### src/design/kscan_pkg.sv
// constants, register map and state codes of the key matrix scanner
// assumes one 20 MHz clock and an axi4-lite register port with 12 address bits
package kscan_pkg;

	// matrix geometry: five drive rows, eight sense columns, one 32-bit word per row
	localparam int NUM_ROWS = 5;
	localparam int NUM_COLS = 8;
	localparam int ROW_WORD = 32;
	localparam int NUM_KEYS = NUM_ROWS * NUM_COLS;
	localparam logic [2:0] MAX_REPORTED_KEYS = 3'h6;
	localparam logic [2:0] RELEASE_HOLD = 3'h6;
	localparam logic [2:0] LAST_ROW = 3'(NUM_ROWS);
	localparam logic [5:0] KEY_IDX_END = 6'(NUM_KEYS);

	// settle delay after each change of the row drive
	localparam int CLK_MHZ = 20;
	localparam int SETTLE_US = 20;
	localparam int SETTLE_CYC = SETTLE_US * CLK_MHZ;
	localparam logic [8:0] SETTLE_LOAD = 9'(SETTLE_CYC - 1);

	// modifier keycode window of a hid keyboard
	localparam logic [7:0] MOD_CODE_LO = 8'he0;
	localparam logic [7:0] MOD_CODE_HI = 8'he7;

	// register byte addresses
	localparam logic [11:0] OFF_CTRL = 12'h000;
	localparam logic [11:0] OFF_STATUS = 12'h004;
	localparam logic [11:0] OFF_EVT_LO = 12'h008;
	localparam logic [11:0] OFF_EVT_HI = 12'h00c;
	localparam logic [11:0] OFF_MATRIX = 12'h010;
	localparam logic [11:0] OFF_MATRIX_END = 12'h024;
	localparam logic [11:0] OFF_KEYMAP = 12'h100;
	localparam logic [11:0] OFF_KEYMAP_END = 12'h1a0;

	// control and status bit positions
	localparam int CTRL_START = 0;
	localparam int CTRL_FAST = 1;
	localparam int CTRL_DELIVER = 2;
	localparam int STAT_BUSY = 0;
	localparam int STAT_UPDATE = 1;
	localparam int STAT_PENDING = 2;

	localparam logic CTRL_FAST_RESET = 1'h0;
	localparam logic CTRL_DELIVER_RESET = 1'h1;

	localparam logic [1:0] RESP_OKAY = 2'h0;
	localparam logic [1:0] RESP_SLVERR = 2'h2;

	typedef enum logic [2:0]
	{
		ST_IDLE = 3'b000,
		ST_PROBE = 3'b001,
		ST_ROWS = 3'b010,
		ST_FILTER = 3'b011,
		ST_LOOKUP = 3'b100,
		ST_DONE = 3'b101
	} kscan_state_e;

endpackage

### src/design/kscan_keymap.sv
// keymap memory: one keycode byte per matrix position, row-major
// assumes writes from the register port and reads from the lookup walk
`timescale 1ns/1ns
module kscan_keymap
	import kscan_pkg::*;
(
	input wire logic aclk,
	input wire logic aresetn,
	input wire logic wr_en,
	input wire logic [5:0] wr_addr,
	input wire logic [7:0] wr_data,
	input wire logic [5:0] rd_addr,
	output logic [7:0] rd_data
);

	logic [7:0] table_mem [NUM_KEYS];

	// table contents carry no reset; software loads them before the first scan
	always_ff @(posedge aclk)
	begin
		if (wr_en)
			table_mem[wr_addr] <= wr_data;
	end

	// registered read, one cycle of latency
	always_ff @(posedge aclk)
	begin
		if (!aresetn)
			rd_data <= 8'h00;
		else if (rd_addr < KEY_IDX_END)
			rd_data <= table_mem[rd_addr];
		else
			rd_data <= 8'h00;
	end

endmodule // kscan_keymap

### src/design/kscan_top.sv
// key matrix scanner: probes a row/column switch matrix, debounces it and
// builds an 8-byte event record through the keymap memory.
// assumes sense columns pulled up outside, rows driven low when active,
// one 20 MHz clock with synchronous active-low reset, axi4-lite registers.
//
// What this block does
// - every pass reports one update bit: 1 when a change is delivered, else 0
// - filtered change needs two equal scans differing from stored state, then stored
// - after reset the stored state is all released and filtering is on
// - event record is count byte, modifier byte and six keycode bytes
// - beyond six pressed keys only the first six found are recorded
// - count clears at each pass start; keycode bytes keep old contents
// - update with count zero means a release; keycodes then meaningless
// - update with count n holds the pressed codes in the first n bytes
// - pass starts with all rows active, records column mask, ends if empty once the release hold has run out
// - wait about 20 us after each row drive change before sampling
// - row scanning continues until seven successive probes find nothing pressed
// - on activity rows are driven in turn, only masked columns sampled
// - row scan pipelined: each capture moves the drive on, the last row's capture ends the walk
// - raw state is one 32-bit word per row, bit n is column n
// - fast wake option bypasses filtering so the first scan reports
// - state is buffered; delivered now, or held until deliver-now returns
// - each pressed position is translated through the row-by-column keymap
// - columns idle high; active row low; low column means key pressed
//
// The implementer's own choices: the address map and register access over AXI4-Lite.
`timescale 1ns/1ns
module kscan_top
	import kscan_pkg::*;
(
	input wire logic aclk,
	input wire logic aresetn,
	input wire logic [11:0] s_axi_awaddr,
	input wire logic [2:0] s_axi_awprot,
	input wire logic s_axi_awvalid,
	output logic s_axi_awready,
	input wire logic [31:0] s_axi_wdata,
	input wire logic [3:0] s_axi_wstrb,
	input wire logic s_axi_wvalid,
	output logic s_axi_wready,
	output logic [1:0] s_axi_bresp,
	output logic s_axi_bvalid,
	input wire logic s_axi_bready,
	input wire logic [11:0] s_axi_araddr,
	input wire logic [2:0] s_axi_arprot,
	input wire logic s_axi_arvalid,
	output logic s_axi_arready,
	output logic [31:0] s_axi_rdata,
	output logic [1:0] s_axi_rresp,
	output logic s_axi_rvalid,
	input wire logic s_axi_rready,
	input wire logic [NUM_COLS-1:0] col_level,
	output logic [NUM_ROWS-1:0] row_level,
	output logic scan_done,
	output logic scan_update,
	output logic [63:0] key_event_record
);

	kscan_state_e state;
	logic [NUM_COLS-1:0] col_meta;
	logic [NUM_COLS-1:0] col_sync;
	logic [NUM_COLS-1:0] col_need;
	logic [NUM_COLS-1:0] col_low;
	logic [8:0] settle_cnt;
	logic [2:0] release_cnt;
	logic [2:0] step;
	logic [ROW_WORD-1:0] scan_mx [NUM_ROWS];
	logic [ROW_WORD-1:0] prev_mx [NUM_ROWS];
	logic [ROW_WORD-1:0] stored_mx [NUM_ROWS];
	logic [ROW_WORD-1:0] deliv_mx [NUM_ROWS];
	logic [NUM_KEYS-1:0] deliv_flat;
	logic pending;
	logic delivered;
	logic fast_wake_scan_option;
	logic deliver_now;
	logic update_seen;
	logic changed;
	logic start_pulse;
	logic aw_take;
	logic ar_take;
	logic wr_ctrl;
	logic wr_map_hit;
	logic wr_ok;
	logic [11:0] wr_map_off;
	logic [11:0] rd_mx_off;
	logic [31:0] rd_word;
	logic rd_ok;
	logic [5:0] lk_idx;
	logic lk_valid;
	logic lk_hit;
	logic lk_done;
	logic [7:0] map_code;
	logic [2:0] rec_cnt;
	logic [7:0] rec_mod;
	logic [7:0] rec_codes [MAX_REPORTED_KEYS];

	// two-stage synchroniser on the sense pins; only col_sync is read
	always_ff @(posedge aclk)
	begin
		if (!aresetn)
		begin
			col_meta <= '1;
			col_sync <= '1;
		end
		else
		begin
			col_meta <= col_level;
			col_sync <= col_meta;
		end
	end

	// a low column under an active row marks a press
	assign col_low = ~col_sync;

	// axi write: address and data taken together, so either order works
	assign aw_take = s_axi_awvalid && s_axi_wvalid && !s_axi_awready && !s_axi_bvalid;
	assign wr_map_off = s_axi_awaddr - OFF_KEYMAP;
	assign wr_map_hit = (s_axi_awaddr >= OFF_KEYMAP) && (s_axi_awaddr < OFF_KEYMAP_END);
	assign wr_ctrl = s_axi_awready && (s_axi_awaddr[11:2] == OFF_CTRL[11:2]) && s_axi_wstrb[0];
	assign wr_ok = (s_axi_awaddr[11:2] == OFF_CTRL[11:2]) || wr_map_hit
		|| (s_axi_awaddr[11:2] == OFF_STATUS[11:2])
		|| (s_axi_awaddr[11:2] == OFF_EVT_LO[11:2])
		|| (s_axi_awaddr[11:2] == OFF_EVT_HI[11:2])
		|| ((s_axi_awaddr >= OFF_MATRIX) && (s_axi_awaddr < OFF_MATRIX_END));
	assign start_pulse = wr_ctrl && s_axi_wdata[CTRL_START];

	// handshake and response of the write channels
	always_ff @(posedge aclk)
	begin
		if (!aresetn)
		begin
			s_axi_awready <= 1'b0;
			s_axi_wready <= 1'b0;
			s_axi_bvalid <= 1'b0;
			s_axi_bresp <= RESP_OKAY;
		end
		else
		begin
			s_axi_awready <= aw_take;
			s_axi_wready <= aw_take;
			if (s_axi_awready)
			begin
				s_axi_bvalid <= 1'b1;
				s_axi_bresp <= wr_ok ? RESP_OKAY : RESP_SLVERR;
			end
			else if (s_axi_bready)
				s_axi_bvalid <= 1'b0;
		end
	end

	// control bits; filtering on and delivery immediate after reset
	always_ff @(posedge aclk)
	begin
		if (!aresetn)
		begin
			fast_wake_scan_option <= CTRL_FAST_RESET;
			deliver_now <= CTRL_DELIVER_RESET;
		end
		else if (wr_ctrl)
		begin
			fast_wake_scan_option <= s_axi_wdata[CTRL_FAST];
			deliver_now <= s_axi_wdata[CTRL_DELIVER];
		end
	end

	// read data mux; keymap is write-only so its reads return zero
	assign rd_mx_off = s_axi_araddr - OFF_MATRIX;
	always_comb
	begin
		rd_word = 32'h0000_0000;
		rd_ok = 1'b1;
		if (s_axi_araddr[11:2] == OFF_CTRL[11:2])
		begin
			rd_word[CTRL_FAST] = fast_wake_scan_option;
			rd_word[CTRL_DELIVER] = deliver_now;
		end
		else if (s_axi_araddr[11:2] == OFF_STATUS[11:2])
		begin
			rd_word[STAT_BUSY] = (state != ST_IDLE);
			rd_word[STAT_UPDATE] = update_seen;
			rd_word[STAT_PENDING] = pending;
		end
		else if (s_axi_araddr[11:2] == OFF_EVT_LO[11:2])
			rd_word = key_event_record[31:0];
		else if (s_axi_araddr[11:2] == OFF_EVT_HI[11:2])
			rd_word = key_event_record[63:32];
		else if ((s_axi_araddr >= OFF_MATRIX) && (s_axi_araddr < OFF_MATRIX_END))
			rd_word = stored_mx[rd_mx_off[4:2]];
		else if (!((s_axi_araddr >= OFF_KEYMAP) && (s_axi_araddr < OFF_KEYMAP_END)))
			rd_ok = 1'b0;
	end

	// read channel: one read at a time, data one cycle after acceptance
	assign ar_take = s_axi_arvalid && !s_axi_arready && !s_axi_rvalid;
	always_ff @(posedge aclk)
	begin
		if (!aresetn)
		begin
			s_axi_arready <= 1'b0;
			s_axi_rvalid <= 1'b0;
			s_axi_rdata <= 32'h0000_0000;
			s_axi_rresp <= RESP_OKAY;
		end
		else
		begin
			s_axi_arready <= ar_take;
			if (s_axi_arready)
			begin
				s_axi_rvalid <= 1'b1;
				s_axi_rdata <= rd_word;
				s_axi_rresp <= rd_ok ? RESP_OKAY : RESP_SLVERR;
			end
			else if (s_axi_rready)
				s_axi_rvalid <= 1'b0;
		end
	end

	// filter decision: fast wake reports the first scan, else two equal scans
	always_comb
	begin
		if (fast_wake_scan_option)
			changed = (scan_mx != stored_mx);
		else
			changed = (scan_mx == prev_mx) && (scan_mx != stored_mx);
	end

	// scan sequencer: probe, row walk, filter, buffer, hand over to lookup
	always_ff @(posedge aclk)
	begin
		if (!aresetn)
		begin
			state <= ST_IDLE;
			row_level <= '1;
			settle_cnt <= 9'h000;
			col_need <= '0;
			release_cnt <= 3'h0;
			step <= 3'h0;
			pending <= 1'b0;
			delivered <= 1'b0;
			scan_done <= 1'b0;
			scan_update <= 1'b0;
			for (int r = 0; r < NUM_ROWS; r++)
			begin
				scan_mx[r] <= '0;
				prev_mx[r] <= '0;
				stored_mx[r] <= '0;
				deliv_mx[r] <= '0;
			end
		end
		else
		begin
			scan_done <= 1'b0;
			scan_update <= 1'b0;
			unique case (state)
				ST_IDLE:
				begin
					row_level <= '1;
					delivered <= 1'b0;
					if (start_pulse)
					begin
						state <= ST_PROBE;
						row_level <= '0;
						settle_cnt <= SETTLE_LOAD;
					end
					else if (pending && deliver_now)
					begin
						pending <= 1'b0;
						delivered <= 1'b1;
						state <= ST_LOOKUP;
					end
				end
				ST_PROBE:
				begin
					if (settle_cnt != 9'h000)
						settle_cnt <= settle_cnt - 9'h001;
					else if ((col_low != '0) || (release_cnt != 3'h0))
					begin
						// a release keeps the row walk alive for several probes
						if (col_low != '0)
							release_cnt <= RELEASE_HOLD;
						else
							release_cnt <= release_cnt - 3'h1;
						col_need <= col_low;
						state <= ST_ROWS;
						row_level <= ~NUM_ROWS'(1);
						step <= 3'h1;
						settle_cnt <= SETTLE_LOAD;
					end
					else
					begin
						// nothing pressed and hold expired: end early, no update
						row_level <= '1;
						state <= ST_DONE;
					end
				end
				ST_ROWS:
				begin
					if (settle_cnt != 9'h000)
						settle_cnt <= settle_cnt - 9'h001;
					else
					begin
						// capture the settled row, then move the drive on
						scan_mx[step - 3'h1] <= ROW_WORD'(col_low & col_need);
						settle_cnt <= SETTLE_LOAD;
						if (step == LAST_ROW)
						begin
							row_level <= '1;
							state <= ST_FILTER;
						end
						else
						begin
							row_level <= ~(NUM_ROWS'(1) << step);
							step <= step + 3'h1;
						end
					end
				end
				ST_FILTER:
				begin
					prev_mx <= scan_mx;
					state <= ST_DONE;
					if (changed)
					begin
						stored_mx <= scan_mx;
						deliv_mx <= scan_mx;
						if (deliver_now)
						begin
							// read out now, so nothing older may be replayed later
							delivered <= 1'b1;
							pending <= 1'b0;
							state <= ST_LOOKUP;
						end
						else
							pending <= 1'b1;
					end
				end
				ST_LOOKUP:
				begin
					if (lk_done)
						state <= ST_DONE;
				end
				ST_DONE:
				begin
					// record is already loaded, so done, update and record align
					scan_done <= 1'b1;
					scan_update <= delivered;
					state <= ST_IDLE;
				end
				default:
					state <= ST_IDLE;
			endcase
		end
	end

	// flatten the buffered words into one pressed bit per key position
	genvar g;
	generate
		for (g = 0; g < NUM_KEYS; g++)
		begin : g_flat
			assign deliv_flat[g] = deliv_mx[g / NUM_COLS][g % NUM_COLS];
		end
	endgenerate

	kscan_keymap u_keymap
	(
		.aclk(aclk),
		.aresetn(aresetn),
		.wr_en(s_axi_awready && wr_map_hit && s_axi_wstrb[0]),
		.wr_addr(wr_map_off[7:2]),
		.wr_data(s_axi_wdata[7:0]),
		.rd_addr(lk_idx),
		.rd_data(map_code)
	);

	// lookup walk: one key position per cycle, keymap answers a cycle later
	assign lk_done = (state == ST_LOOKUP) && (lk_idx == KEY_IDX_END) && !lk_valid;
	always_ff @(posedge aclk)
	begin
		if (!aresetn || (state != ST_LOOKUP))
		begin
			lk_idx <= 6'h00;
			lk_valid <= 1'b0;
			lk_hit <= 1'b0;
		end
		else if (lk_idx != KEY_IDX_END)
		begin
			lk_idx <= lk_idx + 6'h01;
			lk_valid <= 1'b1;
			lk_hit <= deliv_flat[lk_idx];
		end
		else
			lk_valid <= 1'b0;
	end

	// record assembly; count and modifier restart with every pass
	always_ff @(posedge aclk)
	begin
		if (!aresetn)
		begin
			rec_cnt <= 3'h0;
			rec_mod <= 8'h00;
			for (int k = 0; k < MAX_REPORTED_KEYS; k++)
				rec_codes[k] <= 8'h00;
		end
		else if (state != ST_LOOKUP)
		begin
			// keycode bytes stay as they were; stale ones lie past the count
			rec_cnt <= 3'h0;
			rec_mod <= 8'h00;
		end
		else if (lk_valid && lk_hit)
		begin
			// modifier codes should never be mapped; if they are, set their bit in the modifier byte
			if ((map_code >= MOD_CODE_LO) && (map_code <= MOD_CODE_HI))
				rec_mod[map_code[2:0]] <= 1'b1;
			else if (rec_cnt < MAX_REPORTED_KEYS)
			begin
				rec_codes[rec_cnt] <= map_code;
				rec_cnt <= rec_cnt + 3'h1;
			end
		end
	end

	// published record: byte 0 count, byte 1 modifier, bytes 2..7 keycodes
	always_ff @(posedge aclk)
	begin
		if (!aresetn)
		begin
			key_event_record <= 64'h0000_0000_0000_0000;
			update_seen <= 1'b0;
		end
		else if (lk_done)
		begin
			key_event_record <= {rec_codes[5], rec_codes[4], rec_codes[3], rec_codes[2],
				rec_codes[1], rec_codes[0], rec_mod, 5'h00, rec_cnt};
			update_seen <= 1'b1;
		end
		else if (start_pulse && (state == ST_IDLE))
			update_seen <= 1'b0;
	end

endmodule // kscan_top

### config.mk
export PLATFORM = sky130hd
export DESIGN_NAME = kscan_top
export DESIGN_NICKNAME = d
export VERILOG_FILES = /design/src/design/kscan_pkg.sv /design/src/design/kscan_keymap.sv /design/src/design/kscan_top.sv
export SDC_FILE = /design/constraint.sdc
export NUM_CORES = 1
export LEC_CHECK = 0
export ABC_AREA = 1
export ABC_CLOCK_PERIOD_IN_PS = 5010
export BUFFER_PORTS_ARGS = -buffer_cell sky130_fd_sc_hd__buf_2
export CELL_PAD_IN_SITES_DETAIL_PLACEMENT = 1
export CELL_PAD_IN_SITES_GLOBAL_PLACEMENT = 1
export CORE_ASPECT_RATIO = 1.1
export CORE_MARGIN = 4
export CORE_UTILIZATION = 51
export DETAILED_ROUTE_END_ITERATION = 6
export PLACE_DENSITY = 0.92
export SLEW_MARGIN = 25
export SYNTH_ARGS = -nofsm -noshare
export SYNTH_HDL_FRONTEND = slang
export SYNTH_SLANG_ARGS = --single-unit
### constraint.sdc
create_clock -name aclk -period 5.01 [get_ports aclk]
set_input_delay 0.2505 -clock aclk [delete_from_list [all_inputs] [get_ports aclk]]
set_output_delay 0.2505 -clock aclk [all_outputs]
set_load 0.02 [all_outputs]
After elaboration in Yosys (flattened, before gate mapping)
Memory sizes are Yosys's and may differ from the RTL's. A register that Yosys moved wholly into a read port is not among the register bits.
Index checks and enable logic that the tools add are counted.
{ "classes": {"n_reduce_logical": 71, "magnitude_cmp": 18, "n_shift": 1, "eq_ne": 30, "add_sub_neg": 8, "mux": 84, "n_bitwise": 9} }
{ "op_table": {"columns": ["cell", "n"], "rows": [
  ["2-to-1 mux 32 bit", 6],
  ["bitwise mux 160 bit", 1],
  ["equality test 160 bit", 1],
  ["!= test 160 bit", 1],
  ["binary-select mux 32 bit (select 3 bit)", 1],
  ["demux 32 bit (select 3 bit)", 1],
  ["2-to-1 mux 29 bit", 2],
  ["2-to-1 mux 3 bit", 14],
  ["equality test 10 x 2 -> 1 bit, second input constant", 4],
  ["2-to-1 mux 1 bit", 39],
  ["2-to-1 mux 9 bit", 4],
  ["one-hot mux 9 bit (3 select lines)", 1],
  ["greater-or-equal comparator 12 x 5 -> 1 bit, second input constant", 2],
  ["greater-or-equal comparator 12 x 9 -> 1 bit, second input constant", 2],
  ["< comparator 12 x 6 -> 1 bit, second input constant", 2],
  ["< comparator 12 x 9 -> 1 bit, second input constant", 2],
  ["logical AND 1 bit", 23],
  ["!= test 2 bit, second input constant", 11],
  ["equality test 10 x 1 -> 1 bit, second input constant", 2],
  ["zero test 10 bit", 2],
  ["2-to-1 mux 5 bit", 4],
  ["one-hot mux 3 bit (5 select lines)", 1],
  ["one-hot mux 5 bit (3 select lines)", 1],
  ["AND reduction 3 bit", 5],
  ["other kinds (46)", 89]
]} }
{ "totals": {"ramBits": 368, "reg_bits": 652, "output_inout_bits": 112, "n_memories": 2, "inputBits": 81} }
{ "mem_list": {"columns": ["name", "depth", "width", "rd", "rd_ports_with_merged_regs", "write_ports", "line_no", "rtl"], "rows": [
  ["u_keymap.table_mem", 40, 8, 1, 1, 1, "kscan_keymap.sv:16", "logic [7:0] table_mem [NUM_KEYS];"],
  ["rec_codes", 6, 8, 6, 6, 6, "kscan_top.sv:95", "logic [7:0] rec_codes [MAX_REPORTED_KEYS];"]
]} }

Longest topological paths before layout
{ "depth": {"ltp_word": 10, "depth_mapped": 15, "mapped_depth_nobuf": 15} }

Modules after synthesis
A second synthesis with hierarchy kept.
{ "unflattened": {"hier_cells": 3084, "hier_area_um2": 28310.9} }
{ "modules_own_cells": {"columns": ["module", "area_each_um2", "cells_per_inst", "instances"], "rows": [
  ["kscan_top", 14926.8, 1942, 1],
  ["kscan_keymap", 13384.1, 1142, 1]
]} }

Worst setup path after synthesis
Ideal clock, no wire load.
{ "synth_path": {"path_kind": "reg2reg", "from": "register state[0]", "to": "memory rec_codes[1][0], enable pin", "period_less_slack_ps": 1964, "path_buffers": 0, "path_stages_with_launch": 10, "setup_slack_ps": 3046, "required_time_ps": 4681, "arrival_time_ps": 1635, "cell_sequence": "dfxtp_1 > nor2_1 > inv_2 > nor2_1 > inv_1 > nor2_2 > nand2_1 > nor2_1 > nand2_1 > nand2_1"} }
{ "synth_rtl": {"columns": ["item", "line_no", "rtl"], "rows": [
  ["start, declared", "kscan_top.sv:59", "kscan_state_e state;"],
  ["start signal, assigned", "kscan_top.sv:232", "state <= ST_IDLE;"],
  ["start signal, assigned", "kscan_top.sv:261", "state <= ST_PROBE;"],
  ["start signal, assigned", "kscan_top.sv:269", "state <= ST_LOOKUP;"],
  ["end, declared", "kscan_top.sv:95", null]
]} }

Final worst setup path
{ "layout_path": {"from": "register lk_idx[0]", "to": "register u_keymap.rd_data[5] (read register of u_keymap.table_mem)"} }
{ "layout_via": {"elab_chain_cells": 3} }
{ "layout_rtl": {"columns": ["item", "line_no", "rtl"], "rows": [
  ["start, declared", "kscan_top.sv:88", "logic [5:0] lk_idx;"],
  ["start signal, assigned", "kscan_top.sv:386", "lk_idx <= lk_idx + 6'h01;"],
  ["< comparator 6 bit", "kscan_keymap.sv:30", "else if (rd_addr < KEY_IDX_END)"],
  ["AND reduction 2 bit (no source line)", null, null],
  ["zero test 1 bit (no source line)", null, null],
  ["end, declared", "kscan_keymap.sv:13", "output logic [7:0] rd_data"]
]} }
Several ways; a longest one is shown, not always the timed one.
A chain may end at the register's enable or synchronous reset.

==> implementation parameters <==
Parameter                              Value

Drt
  Via count ... 23,430
  Post-DR vias/cell ... 6.349
  Drc violations ... 0
  Iter 0 DRT Violations ... 2,498
  Wire length per cell ... 25.96 µm
  Detail Route Antenna Nets ... 0
  Overall routed net length ... 95,780 µm
  DRT Pass-1 Iters ... 6

Job
  Max Cap Violations ... 0

Die
  Die Area ... between 50,000 and 60,000 µm²
  Io pins ... approximately 190
  Effective utilization at floorplan ... 51.93%
  Height of the chip ... 251.3 µm
  # rows ... slightly below 90
  Horizontal die dimension ... roughly 230 µm
  Area inside the core boundary ... ~53,000 µm²

Clocking
  Post-CTS Setup Repair Bufs ... 0
  H-tree depth ... 3
  Clock Pin Slew Worst Setup and Hold Paths ... roughly 0.060 ns
  Clock root buffer ... sky130_fd_sc_hd__clkbuf_16
  CTS Buffer Depth ... 3
  CTS buffer count ... 70
  TritonCTS clock tree ... yes
  Number of hold buffers added after CTS ... 13
  Clock latency on the worst-skew pair ... 0.63 ns
  # resized after CTS ... 0
  CTS sink cnt ... 666

Final layout
  Sequential cell area ... 17,020 µm²
  Antenna Cells ... 0
  Relative area change from synthesis to final layout ... 12.68%
  Layout net count ... about 3,100
  Share of cells above drive strength 1 ... 11.28%
  Multi-input logic area ... 8816 µm²
  Layout filler cell count ... between 5,000 and 6,000

Worst setup path
  Critical Path Source Type ... flop
  Worst r2r src ... lk_idx[0]
  Critical path data required time ... 5.52 ns
  Worst setup path startpoint ... lk_idx[0]
  FF-to-FF setup slack ... about 1.4 ns
  Count of cells along the worst register-to-register path ... 8
  Critical Path Sink ... u_keymap.rd_data[5]
  Arr. time, crit path ... 4.08 ns
  Critical path endpoint category ... flop
  Critical Path Fanout Max ... 100
  End of the worst register-to-register path ... u_keymap.rd_data[5]
  Type of the worst setup path ... reg -> reg

Placement
  Pre-CTS worst setup slack ... ~1.7 ns
  Total half-perimeter wirelength after legalization and detailed placement ... 57,930 µm
  Port Buffer Count ... 148
  Final weighted congestion in routability-driven placement ... 0.8979

STA
  Fmax ... approximately 280 MHz
  Final clock period utilization by the worst path ... between 70% and 80%
  Time the final worst path needs with I/O delays and setup ... ~3.6 ns
  Slew @ Worst Pin ... 1.155 ns
  Setup TNS Final ... 0 ns
  Worst-case headroom to the max-slew limit ... a little under a quarter
  Clock Skews ... 0.02637 ns
  Max-slew violations ... 0
  Setup repair after global routing missed its margin ... no
  Least setup slack across all paths after layout ... 1.447 ns
  Final Hold Vio Count ... 0
  Final Setup Violations ... 0

Synthesis
  Biggest area contributors in the synthesized netlist ... sky130_fd_sc_hd__edfxtp_1 (40%), sky130_fd_sc_hd__dfxtp_1 (22%), sky130_fd_sc_hd__o21ai_0 (7.0%)
  Number of unique standard cell types used by synthesis ... 52
  Area fraction of the dominant cell type after synthesis ... 40.26%
  Number of register bits inferred by synthesis ... ~670
  Share of synthesized area occupied by flip-flops and latches ... between 60 and 70%
  Average size of a mapped cell ... 9.610 µm²
  Synthesized cell area ... 27,450 µm²
  Main synth FF type ... sky130_fd_sc_hd__edfxtp_1
  Cell taking the most area after synthesis ... sky130_fd_sc_hd__edfxtp_1
  Post-Syn Instances ... 2,856
  Number of flops mapped to enable cells by yosys ... 368
  Share of synthesized registers carrying an async set or reset ... 0%
  Yosys Warn Count ... 0

Power
  Power per cell area ... roughly 400 nW/µm²
  Peak supply drop ... 0.3415 mV
  Total leakage power ... 10.98 nW

Outcome
  Result of the run ... finished, final reports clean

GRT
  Antenna violations before repair ... 0
  Combined global-route utilization of all metal layers ... 32.30%
  Via count of the first global-routing pass ... 24,740
  Maximum number of pins on one net before global-route repair ... 109
  First-pass GRT wire length ... 145,600 µm
  Total grt overflow ... 0

Hold path
  Worst hold path class ... in -> reg
registers in the layout, summed over array words and instances, names as in the netlist, 6 cells and up:
name and flops:
prev_mx 40, col_need 8, col_sync 8, key_event_record 59
u_keymap.rd_data 8, settle_cnt 9, rec_mod 8, scan_mx 40
s_axi_rdata 32, lk_idx 6, u_keymap.table_mem 320, rec_codes 48
col_meta 8, deliv_flat 40
worst max-delay path: stages (launching register included):
cell and delay [ns]:
sky130_fd_sc_hd__dfxtp_4 0.53, sky130_fd_sc_hd__inv_4 0.67, sky130_fd_sc_hd__buf_4 0.90, sky130_fd_sc_hd__o21ai_0 0.24, sky130_fd_sc_hd__o221ai_1 0.27, sky130_fd_sc_hd__o211ai_1 0.14, sky130_fd_sc_hd__nand3_1 0.16, sky130_fd_sc_hd__nand3_1 0.12
sky130_fd_sc_hd__a21oi_1 0.30
layer usage:
metal,global-route usage [%],wire [µm],share of wire (%)
met1,36.72,34450,36
met4,19.04,6565,6.9
met3,6.822,7453,7.8
met2,56.29,47310,49
met5,0,0,0
cell usage after synthesis, drive strengths merged, types with 2 or more instances:
library cell,instances
nor2,393
o21ai,387
edfxtp,368
nand2,364
dfxtp,298
inv,259
a21oi,230
clkbuf,103
nand3,93
o22ai,69
buf,53
xnor2,39
a211oi,36
nand4,31
o221ai,30
or2,17
nor3,16
o211ai,16
a31oi,11
ha,11
a32o,6
o31ai,6
clkinv,3
a22o,2
nor4,2
o2111ai,2
logic make-up after synthesis:
| family | count (synthesis) | share of synthesized area (%) |
|---|---|---|
| XOR/XNOR | 40 | 1.277 |
| buffers and inverters | 418 | 6.091 |
| AND/OR/NAND/NOR | 919 | 13.94 |
| multiplexers | 1 | 0.03647 |
| adder cells (fa/ha/maj) | 11 | 0.5015 |
| other | 1 | 0.01366 |
| flip-flops | 666 | 62.00 |
| AO/OA/AOI/OAI | 800 | 16.14 |
how the worst min path moves through the flow:
| stage | depth (start not counted) | start | slack (ns) | endpoint |
|---|---|---|---|---|
| global placement | 1 | col_meta[5] | 0.41 | col_sync[5] |
| floorplan | 0 | s_axi_wdata[0] | 0.35 | u_keymap.table_mem[0][0] |
| global route | 2 | aresetn | 0.1 | row_level[0] |
| finish | 2 | aresetn | 0.07 | row_level[0] |
| CTS | 2 | aresetn | 0.05 | row_level[0] |
| detailed placement | 1 | col_meta[7] | 0.40 | col_sync[7] |
stage by stage:
stage | util (%) | power [mW] | hold slack (ns) | instance area [µm²] | std cells
2_1_floorplan | - | 6.699 | 0.3494 | 27470 | 2862
3_3_place_gp | 54.00 | 6.948 | 0.4054 | 28540 | 3547
3_5_place_dp | 54.00 | 7.035 | 0.3991 | 28540 | 3547
4_1_cts | 58.48 | 12.15 | 0.04651 | 30900 | 3689
5_1_grt | 58.51 | 12.55 | 0.09627 | 30920 | 3690
6_report | 58.51 | 12.18 | 0.06645 | 30920 | 3690
cell type report:
| type | count | area share, % |
|---|---|---|
| clock buffer | 97 | 6.255 |
| timing repair buffer | 180 | 3.297 |
| clock inverter | 32 | 0.9670 |
| multi-input combinational | 1778 | 28.51 |
| tap | 675 | 2.731 |
| sequential | 666 | 55.04 |
| inverter | 262 | 3.200 |
cell usage in the layout, fill, tap and decap left out, types with 3 or more instances in the layout:
cell                            netlist  routed
sky130_fd_sc_hd__nor3_1              12      11
sky130_fd_sc_hd__a211oi_1            36      36
sky130_fd_sc_hd__ha_1                11      11
sky130_fd_sc_hd__dfxtp_1            298     296
sky130_fd_sc_hd__inv_1              241     239
sky130_fd_sc_hd__nor2_2              12      13
sky130_fd_sc_hd__clkinv_1             3       7
sky130_fd_sc_hd__nor2_1             379     377
sky130_fd_sc_hd__xnor2_1             39      39
sky130_fd_sc_hd__o22ai_1             69      69
sky130_fd_sc_hd__nor3_4               3       3
sky130_fd_sc_hd__clkbuf_8             0       6
sky130_fd_sc_hd__conb_1               1       7
sky130_fd_sc_hd__edfxtp_1           368     368
sky130_fd_sc_hd__o21ai_0            385     385
sky130_fd_sc_hd__a31oi_1             11      11
sky130_fd_sc_hd__o221ai_1            30      30
sky130_fd_sc_hd__a21oi_1            230     230
sky130_fd_sc_hd__clkinv_2             0      15
sky130_fd_sc_hd__dlygate4sd3_1        0      13
sky130_fd_sc_hd__bufinv_16            0       3
sky130_fd_sc_hd__clkbuf_1           102      20
sky130_fd_sc_hd__nor2_4               2       3
sky130_fd_sc_hd__o211ai_1            16      16
sky130_fd_sc_hd__nand2_1            362     362
sky130_fd_sc_hd__buf_2               30     147
sky130_fd_sc_hd__a32o_1               6       6
sky130_fd_sc_hd__nand3_1             92      92
sky130_fd_sc_hd__clkbuf_16            0      71
sky130_fd_sc_hd__o31ai_1              6       6
sky130_fd_sc_hd__buf_4               15      19
sky130_fd_sc_hd__clkinvlp_4           0       4
sky130_fd_sc_hd__inv_2               18      18
sky130_fd_sc_hd__or2_2               17      17
sky130_fd_sc_hd__nand4_1             30      30
report_power, final:
| part | switching, mW | total, mW | internal (mW) |
|---|---|---|---|
| Combinational | 0.831 | 1.10 | 0.273 |
| Sequential | 0.0804 | 5.90 | 5.82 |
| Clock | 2.29 | 5.18 | 2.89 |
Power figures use the tool's default switching activity.
